## src/hdl/dsc_pkg.sv

```systemverilog
// Package: constants and carriers for the serial command decoder
package dsc_pkg;
    localparam int WORD_BITS = 16;
    localparam int CMD_MSB = 15;
    localparam int CMD_LSB = 12;
    localparam int ADDR_MSB = 11;
    localparam int ADDR_LSB = 8;
    localparam int DATA_MSB = 7;
    localparam int CTL_FLAG_BIT = 13;
    localparam int CTL_MID_BIT = 12;
    localparam int CTL_WIPE_BIT = 11;
    localparam int SEL_PLO_BIT = 9;
    localparam int SEL_PHI_BIT = 10;
    localparam int SEL_FREQ_BIT = 11;
    localparam logic [1:0] TOP_SYNC = 2'h2;
    localparam logic [1:0] TOP_POWER = 2'h3;
    localparam logic [3:0] CMD_PHASE_WRITE = 4'h0;
    localparam logic [3:0] CMD_PHASE_DEFER = 4'h1;
    localparam logic [3:0] CMD_FREQ_WRITE = 4'h2;
    localparam logic [3:0] CMD_FREQ_DEFER = 4'h3;
    localparam logic [3:0] CMD_PSEL = 4'h4;
    localparam logic [3:0] CMD_FSEL = 4'h5;
    localparam logic [3:0] CMD_BOTH_SEL = 4'h6;
    localparam logic [3:0] CMD_TEST = 4'h7;
    localparam int SYNC_LATENCY = 2;
    localparam logic [4:0] BIT_COUNT_LAST = 5'h10;
    localparam logic [31:0] FREQ_RESET = 32'h0;
    localparam logic [11:0] PHASE_RESET = 12'h0;
    localparam logic [7:0] HOLD_RESET = 8'h0;

    // One decoded load request
    typedef struct packed {
        logic [3:0] cmd;
        logic [3:0] dest;
        logic [7:0] data;
    } dsc_word_s;

    // Selection carrier
    typedef struct packed {
        logic phaseHi;
        logic phaseLo;
        logic freq;
    } dsc_sel_s;
endpackage : dsc_pkg

```

## src/hdl/dsc_decoder.sv

```systemverilog
// Serial control word decoder for a direct digital synthesizer
// Operation
// Code 0001 stores data in phase holding byte
// Code 0000 writes held+data to phase register
// Code 0011 stores data in frequency holding byte
// Code 0010 writes held+data to frequency half
// Code 0100 takes D9/D10 as phase select
// Code 0101 takes D11 as frequency select
// Code 0110 updates all select bits together
// Host never issues reserved test code 0111
// Top bits 10: D13 sets sync flag
// Sync set adds two master clock latency
// Sync clear loads and samples without alignment
// D12 chooses select bits or select pins
// Top bits 11: D13 sleeps or wakes
// D12 in power word zeroes accumulator
// D11 clears sync and source flags, self-clearing
// Host zeroes top nibble of phase high
// Frequency word built from four byte slices
// Word: command, address, then eight data bits
// Frame low, sixteen falling edges, frame high
// Addresses 0-7 frequency, 8-15 phase bytes
// Select pins sampled on master clock edge
// Holding byte kept until next defer command
// Flags, selects and sleep reset to zero
module dsc_decoder #(
    parameter int FREQ_BITS = 32,
    parameter int PHASE_BITS = 12
) (
    // Clock and reset
    input wire logic clk,
    input wire logic rst_n,
    // Serial write port
    input wire logic serial_clk,
    input wire logic serial_in,
    input wire logic frame_strobe_n,
    // Select pins
    input wire logic freq_word_choice,
    input wire logic phase_choice_lo,
    input wire logic phase_choice_hi,
    // Loaded registers
    output logic [FREQ_BITS-1:0] freq_word_a,
    output logic [FREQ_BITS-1:0] freq_word_b,
    output logic [PHASE_BITS-1:0] phase_offset_zero,
    output logic [PHASE_BITS-1:0] phase_offset_one,
    output logic [PHASE_BITS-1:0] phase_offset_two,
    output logic [PHASE_BITS-1:0] phase_offset_three,
    // Control state
    output dsc_pkg::dsc_sel_s activeSel,
    output logic syncFlag,
    output logic choice_origin_flag,
    output logic sleepMode,
    output logic accumZeroPulse,
    output logic wordDone
);
    import dsc_pkg::*;

    // Elaboration checks; the byte slicing below is fixed to these widths
    if (FREQ_BITS != 32 || PHASE_BITS != 12) begin : gBadWidths
        $error("dsc_decoder: only 32-bit frequency and 12-bit phase supported");
    end
    if (SYNC_LATENCY < 2) begin : gBadLatency
        $error("dsc_decoder: sync delay line needs at least two stages");
    end

    // Two-stage synchronisers for all asynchronous pins
    logic [1:0] sclkSync_q;
    logic [1:0] sdatSync_q;
    logic [1:0] frmSync_q;
    logic [1:0] fselSync_q;
    logic [1:0] plSync_q;
    logic [1:0] phSync_q;
    // Edge register behind the serial clock synchroniser
    logic sclkPrev_q;

    always_ff @(posedge clk or negedge rst_n) begin
        if (!rst_n) begin
            sclkSync_q <= 2'h3;
            sdatSync_q <= 2'h0;
            frmSync_q <= 2'h3;
            fselSync_q <= 2'h0;
            plSync_q <= 2'h0;
            phSync_q <= 2'h0;
            sclkPrev_q <= 1'b1;
        end else begin
            sclkSync_q <= {sclkSync_q[0], serial_clk};
            sdatSync_q <= {sdatSync_q[0], serial_in};
            frmSync_q <= {frmSync_q[0], frame_strobe_n};
            fselSync_q <= {fselSync_q[0], freq_word_choice};
            plSync_q <= {plSync_q[0], phase_choice_lo};
            phSync_q <= {phSync_q[0], phase_choice_hi};
            sclkPrev_q <= sclkSync_q[1];
        end
    end

    logic sclkFall;
    logic frameActive;
    assign sclkFall = sclkPrev_q & ~sclkSync_q[1];
    assign frameActive = ~frmSync_q[1];

    // Shift register; 16 falling edges inside a frame make one word
    logic [WORD_BITS-1:0] shift_q;
    logic [4:0] bitCnt_q;
    logic wordValid_q;
    logic [WORD_BITS-1:0] word_q;

    always_ff @(posedge clk or negedge rst_n) begin
        if (!rst_n) begin
            shift_q <= '0;
            bitCnt_q <= 5'h0;
            wordValid_q <= 1'b0;
            word_q <= '0;
        end else begin
            wordValid_q <= 1'b0;
            if (!frameActive) begin
                bitCnt_q <= 5'h0;
            end else if (sclkFall && bitCnt_q != BIT_COUNT_LAST) begin
                shift_q <= {shift_q[WORD_BITS-2:0], sdatSync_q[1]};
                bitCnt_q <= bitCnt_q + 5'h1;
                // Extra edges beyond sixteen are ignored until the frame ends
                if (bitCnt_q == BIT_COUNT_LAST - 5'h1) begin
                    word_q <= {shift_q[WORD_BITS-2:0], sdatSync_q[1]};
                    wordValid_q <= 1'b1;
                end
            end
        end
    end

    // Sync flag delays the apply stage by two master cycles
    logic [SYNC_LATENCY-1:0] dlyValid_q;
    logic [WORD_BITS-1:0] dlyWord_q [SYNC_LATENCY];
    logic applyValid;
    logic [WORD_BITS-1:0] applyWord;

    always_ff @(posedge clk or negedge rst_n) begin
        if (!rst_n) begin
            dlyValid_q <= '0;
            for (int i = 0; i < SYNC_LATENCY; i++) begin
                dlyWord_q[i] <= '0;
            end
        end else begin
            dlyValid_q <= {dlyValid_q[SYNC_LATENCY-2:0], wordValid_q & syncFlag};
            // Word copy runs freely; only the valid bits gate its use
            dlyWord_q[0] <= word_q;
            for (int i = 1; i < SYNC_LATENCY; i++) begin
                dlyWord_q[i] <= dlyWord_q[i-1];
            end
        end
    end

    // Unsynchronised mode applies at once; delayed words finish even if the flag drops
    assign applyValid = (wordValid_q & ~syncFlag) | dlyValid_q[SYNC_LATENCY-1];
    assign applyWord = dlyValid_q[SYNC_LATENCY-1] ? dlyWord_q[SYNC_LATENCY-1] : word_q;

    dsc_word_s cur;
    assign cur = applyWord;

    function automatic logic [7:0] byteSlot(input logic [31:0] w, input logic [1:0] idx);
        byteSlot = w[idx*8 +: 8];
    endfunction : byteSlot

    // One decode for both select commands so the combined one cannot drift
    function automatic logic selCmd(input logic [3:0] cmd, input logic [3:0] own);
        selCmd = (cmd == own) || (cmd == CMD_BOTH_SEL);
    endfunction : selCmd

    // Holding bytes for phase and frequency
    logic [7:0] phaseHold_q;
    logic [7:0] freqHold_q;

    always_ff @(posedge clk or negedge rst_n) begin
        if (!rst_n) begin
            phaseHold_q <= HOLD_RESET;
            freqHold_q <= HOLD_RESET;
        end else if (applyValid) begin
            if (cur.cmd == CMD_PHASE_DEFER) begin
                phaseHold_q <= cur.data;
            end
            if (cur.cmd == CMD_FREQ_DEFER) begin
                freqHold_q <= cur.data;
            end
        end
    end

    // Frequency registers; address picks 16-bit half, held byte is high byte
    logic [15:0] combined;
    logic [31:0] freqSel;
    assign combined = {freqHold_q, cur.data};
    assign freqSel = cur.dest[2] ? freq_word_b : freq_word_a;

    always_ff @(posedge clk or negedge rst_n) begin
        if (!rst_n) begin
            freq_word_a <= FREQ_RESET;
            freq_word_b <= FREQ_RESET;
        end else if (applyValid && cur.cmd == CMD_FREQ_WRITE && !cur.dest[3]) begin
            // Four byte slices: low/high of lower half, low/high of upper half
            if (cur.dest[1]) begin
                if (cur.dest[2]) begin
                    freq_word_b <= {combined, byteSlot(freqSel, 2'h1), byteSlot(freqSel, 2'h0)};
                end else begin
                    freq_word_a <= {combined, byteSlot(freqSel, 2'h1), byteSlot(freqSel, 2'h0)};
                end
            end else if (cur.dest[2]) begin
                freq_word_b <= {byteSlot(freqSel, 2'h3), byteSlot(freqSel, 2'h2), combined};
            end else begin
                freq_word_a <= {byteSlot(freqSel, 2'h3), byteSlot(freqSel, 2'h2), combined};
            end
        end
    end

    // Phase registers; upper nibble of held byte dropped, host keeps it zero
    logic [11:0] phaseVal;
    assign phaseVal = {phaseHold_q[3:0], cur.data};

    always_ff @(posedge clk or negedge rst_n) begin
        if (!rst_n) begin
            phase_offset_zero <= PHASE_RESET;
            phase_offset_one <= PHASE_RESET;
            phase_offset_two <= PHASE_RESET;
            phase_offset_three <= PHASE_RESET;
        end else if (applyValid && cur.cmd == CMD_PHASE_WRITE && cur.dest[3]) begin
            unique case (cur.dest[2:1])
                2'h0: phase_offset_zero <= phaseVal;
                2'h1: phase_offset_one <= phaseVal;
                2'h2: phase_offset_two <= phaseVal;
                2'h3: phase_offset_three <= phaseVal;
            endcase
        end
    end

    // Control flags, select bits and sleep
    dsc_sel_s selBits_q;
    logic [1:0] top;
    assign top = applyWord[CMD_MSB -: 2];

    always_ff @(posedge clk or negedge rst_n) begin
        if (!rst_n) begin
            syncFlag <= 1'b0;
            choice_origin_flag <= 1'b0;
            sleepMode <= 1'b0;
            selBits_q <= '0;
            accumZeroPulse <= 1'b0;
        end else begin
            accumZeroPulse <= 1'b0;
            if (applyValid) begin
                if (top == TOP_SYNC) begin
                    syncFlag <= applyWord[CTL_FLAG_BIT];
                    choice_origin_flag <= applyWord[CTL_MID_BIT];
                end else if (top == TOP_POWER) begin
                    sleepMode <= applyWord[CTL_FLAG_BIT];
                    accumZeroPulse <= applyWord[CTL_MID_BIT];
                    // Wipe is a one-shot action, never stored
                    if (applyWord[CTL_WIPE_BIT]) begin
                        syncFlag <= 1'b0;
                        choice_origin_flag <= 1'b0;
                    end
                end
                // Reserved test code 0111 is ignored here
                if (selCmd(cur.cmd, CMD_PSEL)) begin
                    selBits_q.phaseLo <= applyWord[SEL_PLO_BIT];
                    selBits_q.phaseHi <= applyWord[SEL_PHI_BIT];
                end
                if (selCmd(cur.cmd, CMD_FSEL)) begin
                    selBits_q.freq <= applyWord[SEL_FREQ_BIT];
                end
            end
        end
    end

    // Selection applied on master edge; in sync mode pins take the added delay
    dsc_sel_s pinSel;
    dsc_sel_s pinDly_q [SYNC_LATENCY];
    assign pinSel = '{phaseHi: phSync_q[1], phaseLo: plSync_q[1], freq: fselSync_q[1]};

    always_ff @(posedge clk or negedge rst_n) begin
        if (!rst_n) begin
            for (int i = 0; i < SYNC_LATENCY; i++) begin
                pinDly_q[i] <= '0;
            end
            activeSel <= '0;
        end else begin
            pinDly_q[0] <= pinSel;
            for (int i = 1; i < SYNC_LATENCY; i++) begin
                pinDly_q[i] <= pinDly_q[i-1];
            end
            if (choice_origin_flag) begin
                activeSel <= selBits_q;
            end else begin
                activeSel <= syncFlag ? pinDly_q[SYNC_LATENCY-1] : pinSel;
            end
        end
    end

    always_ff @(posedge clk or negedge rst_n) begin
        if (!rst_n) begin
            wordDone <= 1'b0;
        end else begin
            // Rises on the same edge as the load, one cycle after applyValid, so observers see settled registers
            wordDone <= applyValid;
        end
    end
endmodule : dsc_decoder

```

## config.mk

```make
export PLATFORM = sky130hd
export DESIGN_NAME = dsc_decoder
export DESIGN_NICKNAME = d
export VERILOG_FILES = /design/src/hdl/dsc_pkg.sv /design/src/hdl/dsc_decoder.sv
export SDC_FILE = /design/constraint.sdc
export NUM_CORES = 1
export LEC_CHECK = 0
export ABC_AREA = 1
export BUFFER_PORTS_ARGS = -buffer_cell sky130_fd_sc_hd__buf_2
export CORE_MARGIN = 3
export CORE_UTILIZATION = 62
export DETAILED_ROUTE_END_ITERATION = 6
export PLACE_DENSITY = 0.85
export SYNTH_ARGS = -nofsm -noshare
export SYNTH_HDL_FRONTEND = slang
export SYNTH_SLANG_ARGS = --single-unit
export TNS_END_PERCENT = 10
```

## constraint.sdc

```tcl
create_clock -name clk -period 4.55 [get_ports clk]
set_input_delay 0.455 -clock clk [delete_from_list [all_inputs] [get_ports clk]]
set_output_delay 0.455 -clock clk [all_outputs]
set_load 0.05 [all_outputs]
```

* Word-level counts from Yosys, hierarchy flattened
Index checks and enable logic that the tools add are counted.
** Operators by class
- Reduce and logical (&&, ||, !) cells :: 27
- Add/subtract/negate cells :: 1
- Bitwise operators :: 9
- Muxes and demuxes :: 22
- Equal/unequal tests :: 13
** Operator list (count)
- $mux W32 :: 7
- $reduce_and A2 Y1 :: 11
- $mux W16 :: 1
- $eq A4 B3 Y1 const B :: 3
- $mux W1 :: 10
- $mux W5 :: 2
- $reduce_and A3 Y1 :: 3
- $eq A2 B2 Y1 const B :: 4
- $eq A4 B2 Y1 const B :: 2
- $mux W3 :: 2
- $reduce_bool A2 Y1 :: 3
- $add A5 B1 Y5 const B :: 1
- $eq A5 B4 Y1 const B :: 1
- $logic_and A1 B1 Y1 :: 5
- $ne A5 B5 Y1 const B :: 1
- $not A1 Y1 :: 5
- $eq A4 B1 Y1 const B :: 1
- $logic_not A4 Y1 :: 1
- $and A1 B1 Y1 :: 3
- $eq A2 B1 Y1 const B :: 1
- $logic_not A2 Y1 :: 1
- $logic_or A1 B1 Y1 :: 2
- $logic_not A1 Y1 :: 1
- $or A1 B1 Y1 :: 1
** Storage, ports and cells
- Input port bits :: 8
- Output and inout bits :: 120
- Logic and storage cells :: 111
- Bits in registers :: 225

* Depth between registers and ports, before layout
- Word-level depth :: 6
- Gate-level depth with buffers :: 10
- Mapped depth without buffers :: 9

* Worst setup path before layout
No wires, ideal clock.
- Kind :: reg-to-reg
- Start :: register syncFlag
- End :: register phase_offset_one[2]
- Slack :: 2.789 ns
- Stages on the path, launching flop included :: 8
- Clock period less this slack :: 1.761 ns
- Data required time :: 4.431 ns
- Library setup time :: 0.119 ns
- Data arrival time :: 1.641 ns
- Buffers on the path :: 2
- Cell sequence :: dfrtp_1 -> inv_1 -> a21oi_1 -> nor2_4 -> buf_6 -> buf_4 -> nand4_1 -> nand2_1
** On the way
- Longest elaborated chain between the ends :: 6
** RTL lines
- from (decl) :: line dsc_decoder.sv:50 : output logic syncFlag,
- from (signal assigned) :: line dsc_decoder.sv:247 : syncFlag <= applyWord[CTL_FLAG_BIT];
- $not A1 Y1 :: line dsc_decoder.sv:152 : assign applyValid = (wordValid_q & ~syncFlag) | dlyValid_q[SYNC_LATENCY-1];
- $and A1 B1 Y1 :: line dsc_decoder.sv:152
- $or A1 B1 Y1 :: line dsc_decoder.sv:152
- $logic_and A1 B1 Y1 (2 in a row) :: line dsc_decoder.sv:221 : end else if (applyValid && cur.cmd == CMD_PHASE_WRITE && cur.dest[3]) begin
- $reduce_and A2 Y1 (no line)
- to (signal assigned) :: line dsc_decoder.sv:224 : 2'h1: phase_offset_one <= phaseVal;
- to (decl) :: line dsc_decoder.sv:45 : output logic [PHASE_BITS-1:0] phase_offset_one,
No other way between the ends.
A chain may end at the register's enable or synchronous reset.

* Worst setup path in the final report
- Start :: register dlyValid_q[1]
- End :: register phase_offset_three[3]
** On the way
- Longest elaborated chain between the ends :: 5
- Elaborated cells on any way between the ends :: 7
- Classes of those cells :: eq/ne: 1; mux: 1; bitwise: 1; reduce/logical: 4
** RTL lines
- from (decl) :: line dsc_decoder.sv:130 : logic [SYNC_LATENCY-1:0] dlyValid_q;
- from (signal assigned) :: line dsc_decoder.sv:142 : dlyValid_q <= {dlyValid_q[SYNC_LATENCY-2:0], wordValid_q & syncFlag};
- $mux W16 :: line dsc_decoder.sv:153 : assign applyWord = dlyValid_q[SYNC_LATENCY-1] ? dlyWord_q[SYNC_LATENCY-1] : word_q;
- $logic_not A4 Y1 :: line dsc_decoder.sv:221
- $logic_and A1 B1 Y1 (2 in a row) :: line dsc_decoder.sv:221
- $reduce_and A2 Y1 (no line)
- to (signal assigned) :: line dsc_decoder.sv:226 : 2'h3: phase_offset_three <= phaseVal;
- to (decl) :: line dsc_decoder.sv:47 : output logic [PHASE_BITS-1:0] phase_offset_three,
Parallel ways exist; a longest one is shown, timed or not.

==> out/summary.log <==
[placed_design] placed wire-length estimate 13600 um
[timing] FMAX 300 MHz
[worst_hold_path] Hold Startpoint serial_clk
[critical_path] register-to-register setup slack 1.21 ns
[critical_path] R2R Path Start dlyValid_q[1]$_DFF_PN0_
[drt] routed wirelength normalized by instance count 17.0 um
[critical_path] Setup crit start kind flop
[clocking] TritonCTS clock tree done
[logic_synthesis] cell area after technology mapping 9330 sq um
[logic_synthesis] number of cells produced by synthesis 1038
[clocking] CTS-repair resized insts 0
[cells_and_area] number of nets in the layout 1146
[cells_and_area] post-layout instance count excluding filler cells 1335
[critical_path] endpoint type of the worst setup path flop
[drt] Detailed Route Iter0 Violations 990
[timing] Period Utilization, post-route 0.734
[drt] Antenna Violating Nets Remaining 0
[status] result of the run complete, but fails checks
[global_routing] Total Routing Usage GR 0.274
[cells_and_area] antenna diode count 0
[run] number of maximum-capacitance violations 0
[placed_design] gp weighted congestion 0.796
[logic_synthesis] Post-Synthesis Mean Instance Area 8.99 sq um
[clocking] maximum level of the CTS H-tree 1
[logic_synthesis] most instantiated flip-flop cell in the synthesis netlist dfrtp_1
[timing] transition at the pin with the smallest max-transition slack 1.00 ns
[global_routing] met1 usage 0.393
[timing] setup-violating endpoint count in the final report 0
[drt] number of detailed-routing iterations run before antenna repair 7
[die] initial cell density of the core 0.637
[worst_hold_path] number of cells traversed by the worst hold path 1
[logic_synthesis] asr flop ratio synth 1.00
[logic_synthesis] sequential fraction of the synthesis area 0.596
[timing] RSZ-0062 raised after global routing false
[cells_and_area] Area Overhead vs Synth 14.2%
[critical_path] endpoint of the lowest-slack register-to-register path phase_offset_three[3]$_DFFE_PN0P_
[clocking] count of hold buffers inserted by post-cts repair 0
[die] I/O pin count 128
[global_routing] most congested layer reported by global routing met2
[cells_and_area] fraction of final layout cells sized beyond drive strength 1 0.175
[die] Chip Width 129 um
[die] area of the die 16600 sq um
[worst_hold_path] worst hold path type primary input to flop
[pwr] total power divided by cell area 374 nW/um^2
[drt] Total Wirelength 22600 um
[logic_synthesis] number of synthesized register bits 222
[drt] # DRC 2
[timing] clock tree skew after final layout 0.0148 ns
[logic_synthesis] Post-synth EDFFs 0
[logic_synthesis] Synth warnings 0
[critical_path] Crit Path Class flop to flop
[clocking] Sinks on Clock Net 222
[clocking] Clk Tree Root Cell clkbuf_16
[global_routing] sum of overflow across all layers after global routing 0
[critical_path] Crit path required time 4.93 ns
[timing] Total Negative Setup Slacks 0 ns
[timing] final-report max-slew violation count 0
[die] standard cell core area 14600 sq um
[global_routing] number of global-route vias before repair 7219
[critical_path] data arrival at the endpoint of the critical path 3.72 ns
[drt] via count 7776
[logic_synthesis] post-synthesis cell type count 28
[timing] hold slack final 0.0594 ns
[global_routing] met2 track demand over resource 0.437
[logic_synthesis] net count of the mapped netlist 1049
[clocking] post-CTS setup buffer count 0
[pwr] total leakage power 5.98 nW
[global_routing] wire length of the first global-routing pass 36700 um
[critical_path] Register-to-Register Path Depth 7
[logic_synthesis] share of synthesized cell area in full adder, half adder and majority cells 0.00402
[timing] relative max-transition margin 0.330
[timing] minimum clock period after layout 3.34 ns
[logic_synthesis] area fraction in compound gates after synthesis 0.0193
[worst_hold_path] end point of the most critical hold path sclkSync_q[0]$_DFF_PN1_
[placed_design] count of input and output buffers 127
[drt] via/cell ratio 5.82
[clocking] number of CTS-inserted buffers 22
[logic_synthesis] multiplexer share of the synthesized area 0
[clocking] Clock Latency Late Sink 0.50 ns
[global_routing] met3 Resource Use GR 0.0452
[clocking] CTS clock-pin slew for the worst setup and hold paths 0.06 ns
[cells_and_area] number of fill cells in the layout 1047
[logic_synthesis] combinational family with the most area after synthesis simple AND/OR/NAND/NOR gates
[logic_synthesis] post-synthesis share of cell area spent on xor and xnor gates 0.00188
[placed_design] count of placed standard cells including taps 1295
[status] failing checks DRC
[critical_path] critical-path maximum fanout 51
[die] floorplan die height 129 um
[timing] Fin. Hold Viols 0
[logic_synthesis] simple-gate area share of the yosys netlist 0.321
[global_routing] pin count of the biggest net entering global routing 118
[clocking] clock tree buffer depth 3
[global_routing] initial antenna violation count 0
[die] site row count 44
[pwr] maximum vdd ir drop 0.301 mV
[metal layers]
| layer | vias up | wire length [um] | share of wire |
|---|---|---|---|
| met5 | - | 0 | 0 |
| li1 | 3569 | - | - |
| met3 | 45 | 1920 | 0.085 |
| met1 | 3743 | 9340 | 0.41 |
| met4 | 0 | 457 | 0.020 |
| met2 | 419 | 10900 | 0.48 |
[cell type report]
| cell class | count | area [sq um] | share of cell area |
|---|---|---|---|
| Multi-Input combinational cell | 717 | 3230 | 0.303 |
| Inverter | 36 | 138 | 0.0129 |
| Clock inverter | 4 | 70.1 | 0.00658 |
| Tap cell | 184 | 230 | 0.0216 |
| Clock buffer | 36 | 694 | 0.0652 |
| Timing Repair Buffer | 136 | 724 | 0.0680 |
| Sequential cell | 222 | 5560 | 0.522 |
[worst max-delay path, cell delays in order, from the launching register on]
cell and delay [ns]:
dfrtp_1 0.82, inv_2 0.33, nand2_1 0.18, nand2_2 0.55
nor2_2 0.63, nand3_1 0.44, nand2_1 0.18, nand2_1 0.07
[sequential cells by signal, summed over array words and instances (netlist names), 2 cells and up]
signal and flops:
freq_word_b 32, activeSel 3, sdatSync_q 2, frmSync_q 2, pinDly_q 6, phase_offset_two 12, phase_offset_three 12, dlyValid_q 2
word_q 15, shift_q 15, fselSync_q 2, selBits_q 3, phase_offset_one 12, phaseHold_q 4, phSync_q 2, phase_offset_zero 12
freq_word_a 32, sclkSync_q 2, dlyWord_q 30, plSync_q 2, freqHold_q 8, bitCnt_q 5
[Yosys cell counts (5+ instances only)]
cell	count	area (sq um)
buf_6	6	67.6
inv_1	32	120
buf_2	31	155
nor2_1	13	48.8
nand4_1	49	307
buf_4	20	150
clkbuf_1	6	22.5
a21oi_1	8	40.0
nand3_1	169	846
nand2_1	423	1590
nand2_2	11	68.8
dfrtp_1	217	5430
dfstp_2	5	131
o21ai_0	19	95.1
[through the flow]
stage / setup slack (ns) / power (mW) / utilization / cell area (sq um)
3_3_place_gp: 1.50 / 2.13 / 0.675 / 9890
2_1_floorplan: 2.79 / 2.08 / - / 9330
5_1_grt: 0.842 / 4.10 / 0.727 / 10700
6_report: 1.21 / 3.98 / 0.727 / 10700
4_1_cts: 1.28 / 4.00 / 0.727 / 10700
3_5_place_dp: 1.34 / 2.14 / 0.675 / 9890
[worst max-delay path by stage]
stage                                        from                            endpoint  slack [ns]  cells past startpoint
final                     dlyValid_q[1]$_DFF_PN0_   phase_offset_three[3]$_DFFE_PN0P_        1.21                      7
after global routing      dlyValid_q[1]$_DFF_PN0_   phase_offset_three[3]$_DFFE_PN0P_        0.84                      7
after CTS                 dlyValid_q[1]$_DFF_PN0_   phase_offset_three[3]$_DFFE_PN0P_        1.28                      7
after detailed placement  dlyValid_q[1]$_DFF_PN0_   phase_offset_three[3]$_DFFE_PN0P_        1.34                      7
after global placement    dlyValid_q[1]$_DFF_PN0_  phase_offset_three[10]$_DFFE_PN0P_        1.50                      7
after floorplan              syncFlag$_DFFE_PN0P_     phase_offset_one[2]$_DFFE_PN0P_        2.79                      7
[cell usage in the layout (no fill, tap or decap), types with 5 or more instances in the layout]
| cell type | instances |
|---|---|
| dfstp_2 | 5 |
| nand4_1 | 49 |
| nor2_1 | 13 |
| inv_1 | 32 |
| dfrtp_1 | 217 |
| clkbuf_8 | 8 |
| clkbuf_16 | 23 |
| nand2_2 | 11 |
| a21oi_1 | 8 |
| nand3_1 | 169 |
| o21ai_0 | 19 |
| clkbuf_1 | 6 |
| nand2_1 | 423 |
| buf_4 | 8 |
| buf_2 | 126 |
[power by group]
group          total [mW]  switching, mW  internal, mW
Clock                1.88          0.730          1.15
Combinational      0.0746         0.0590        0.0156
Sequential           2.02         0.0189          2.00
[cell families (layout without fill, tap and decap cells)]
kind of cell | after synthesis | in the layout
buf+inv | 99 | 212
compound gates | 35 | 35
flops | 222 | 222
fa+ha+maj | 3 | 3
simple gates | 677 | 677
xor+xnor | 2 | 2
No activity file was read; power rests on OpenSTA's default activity.
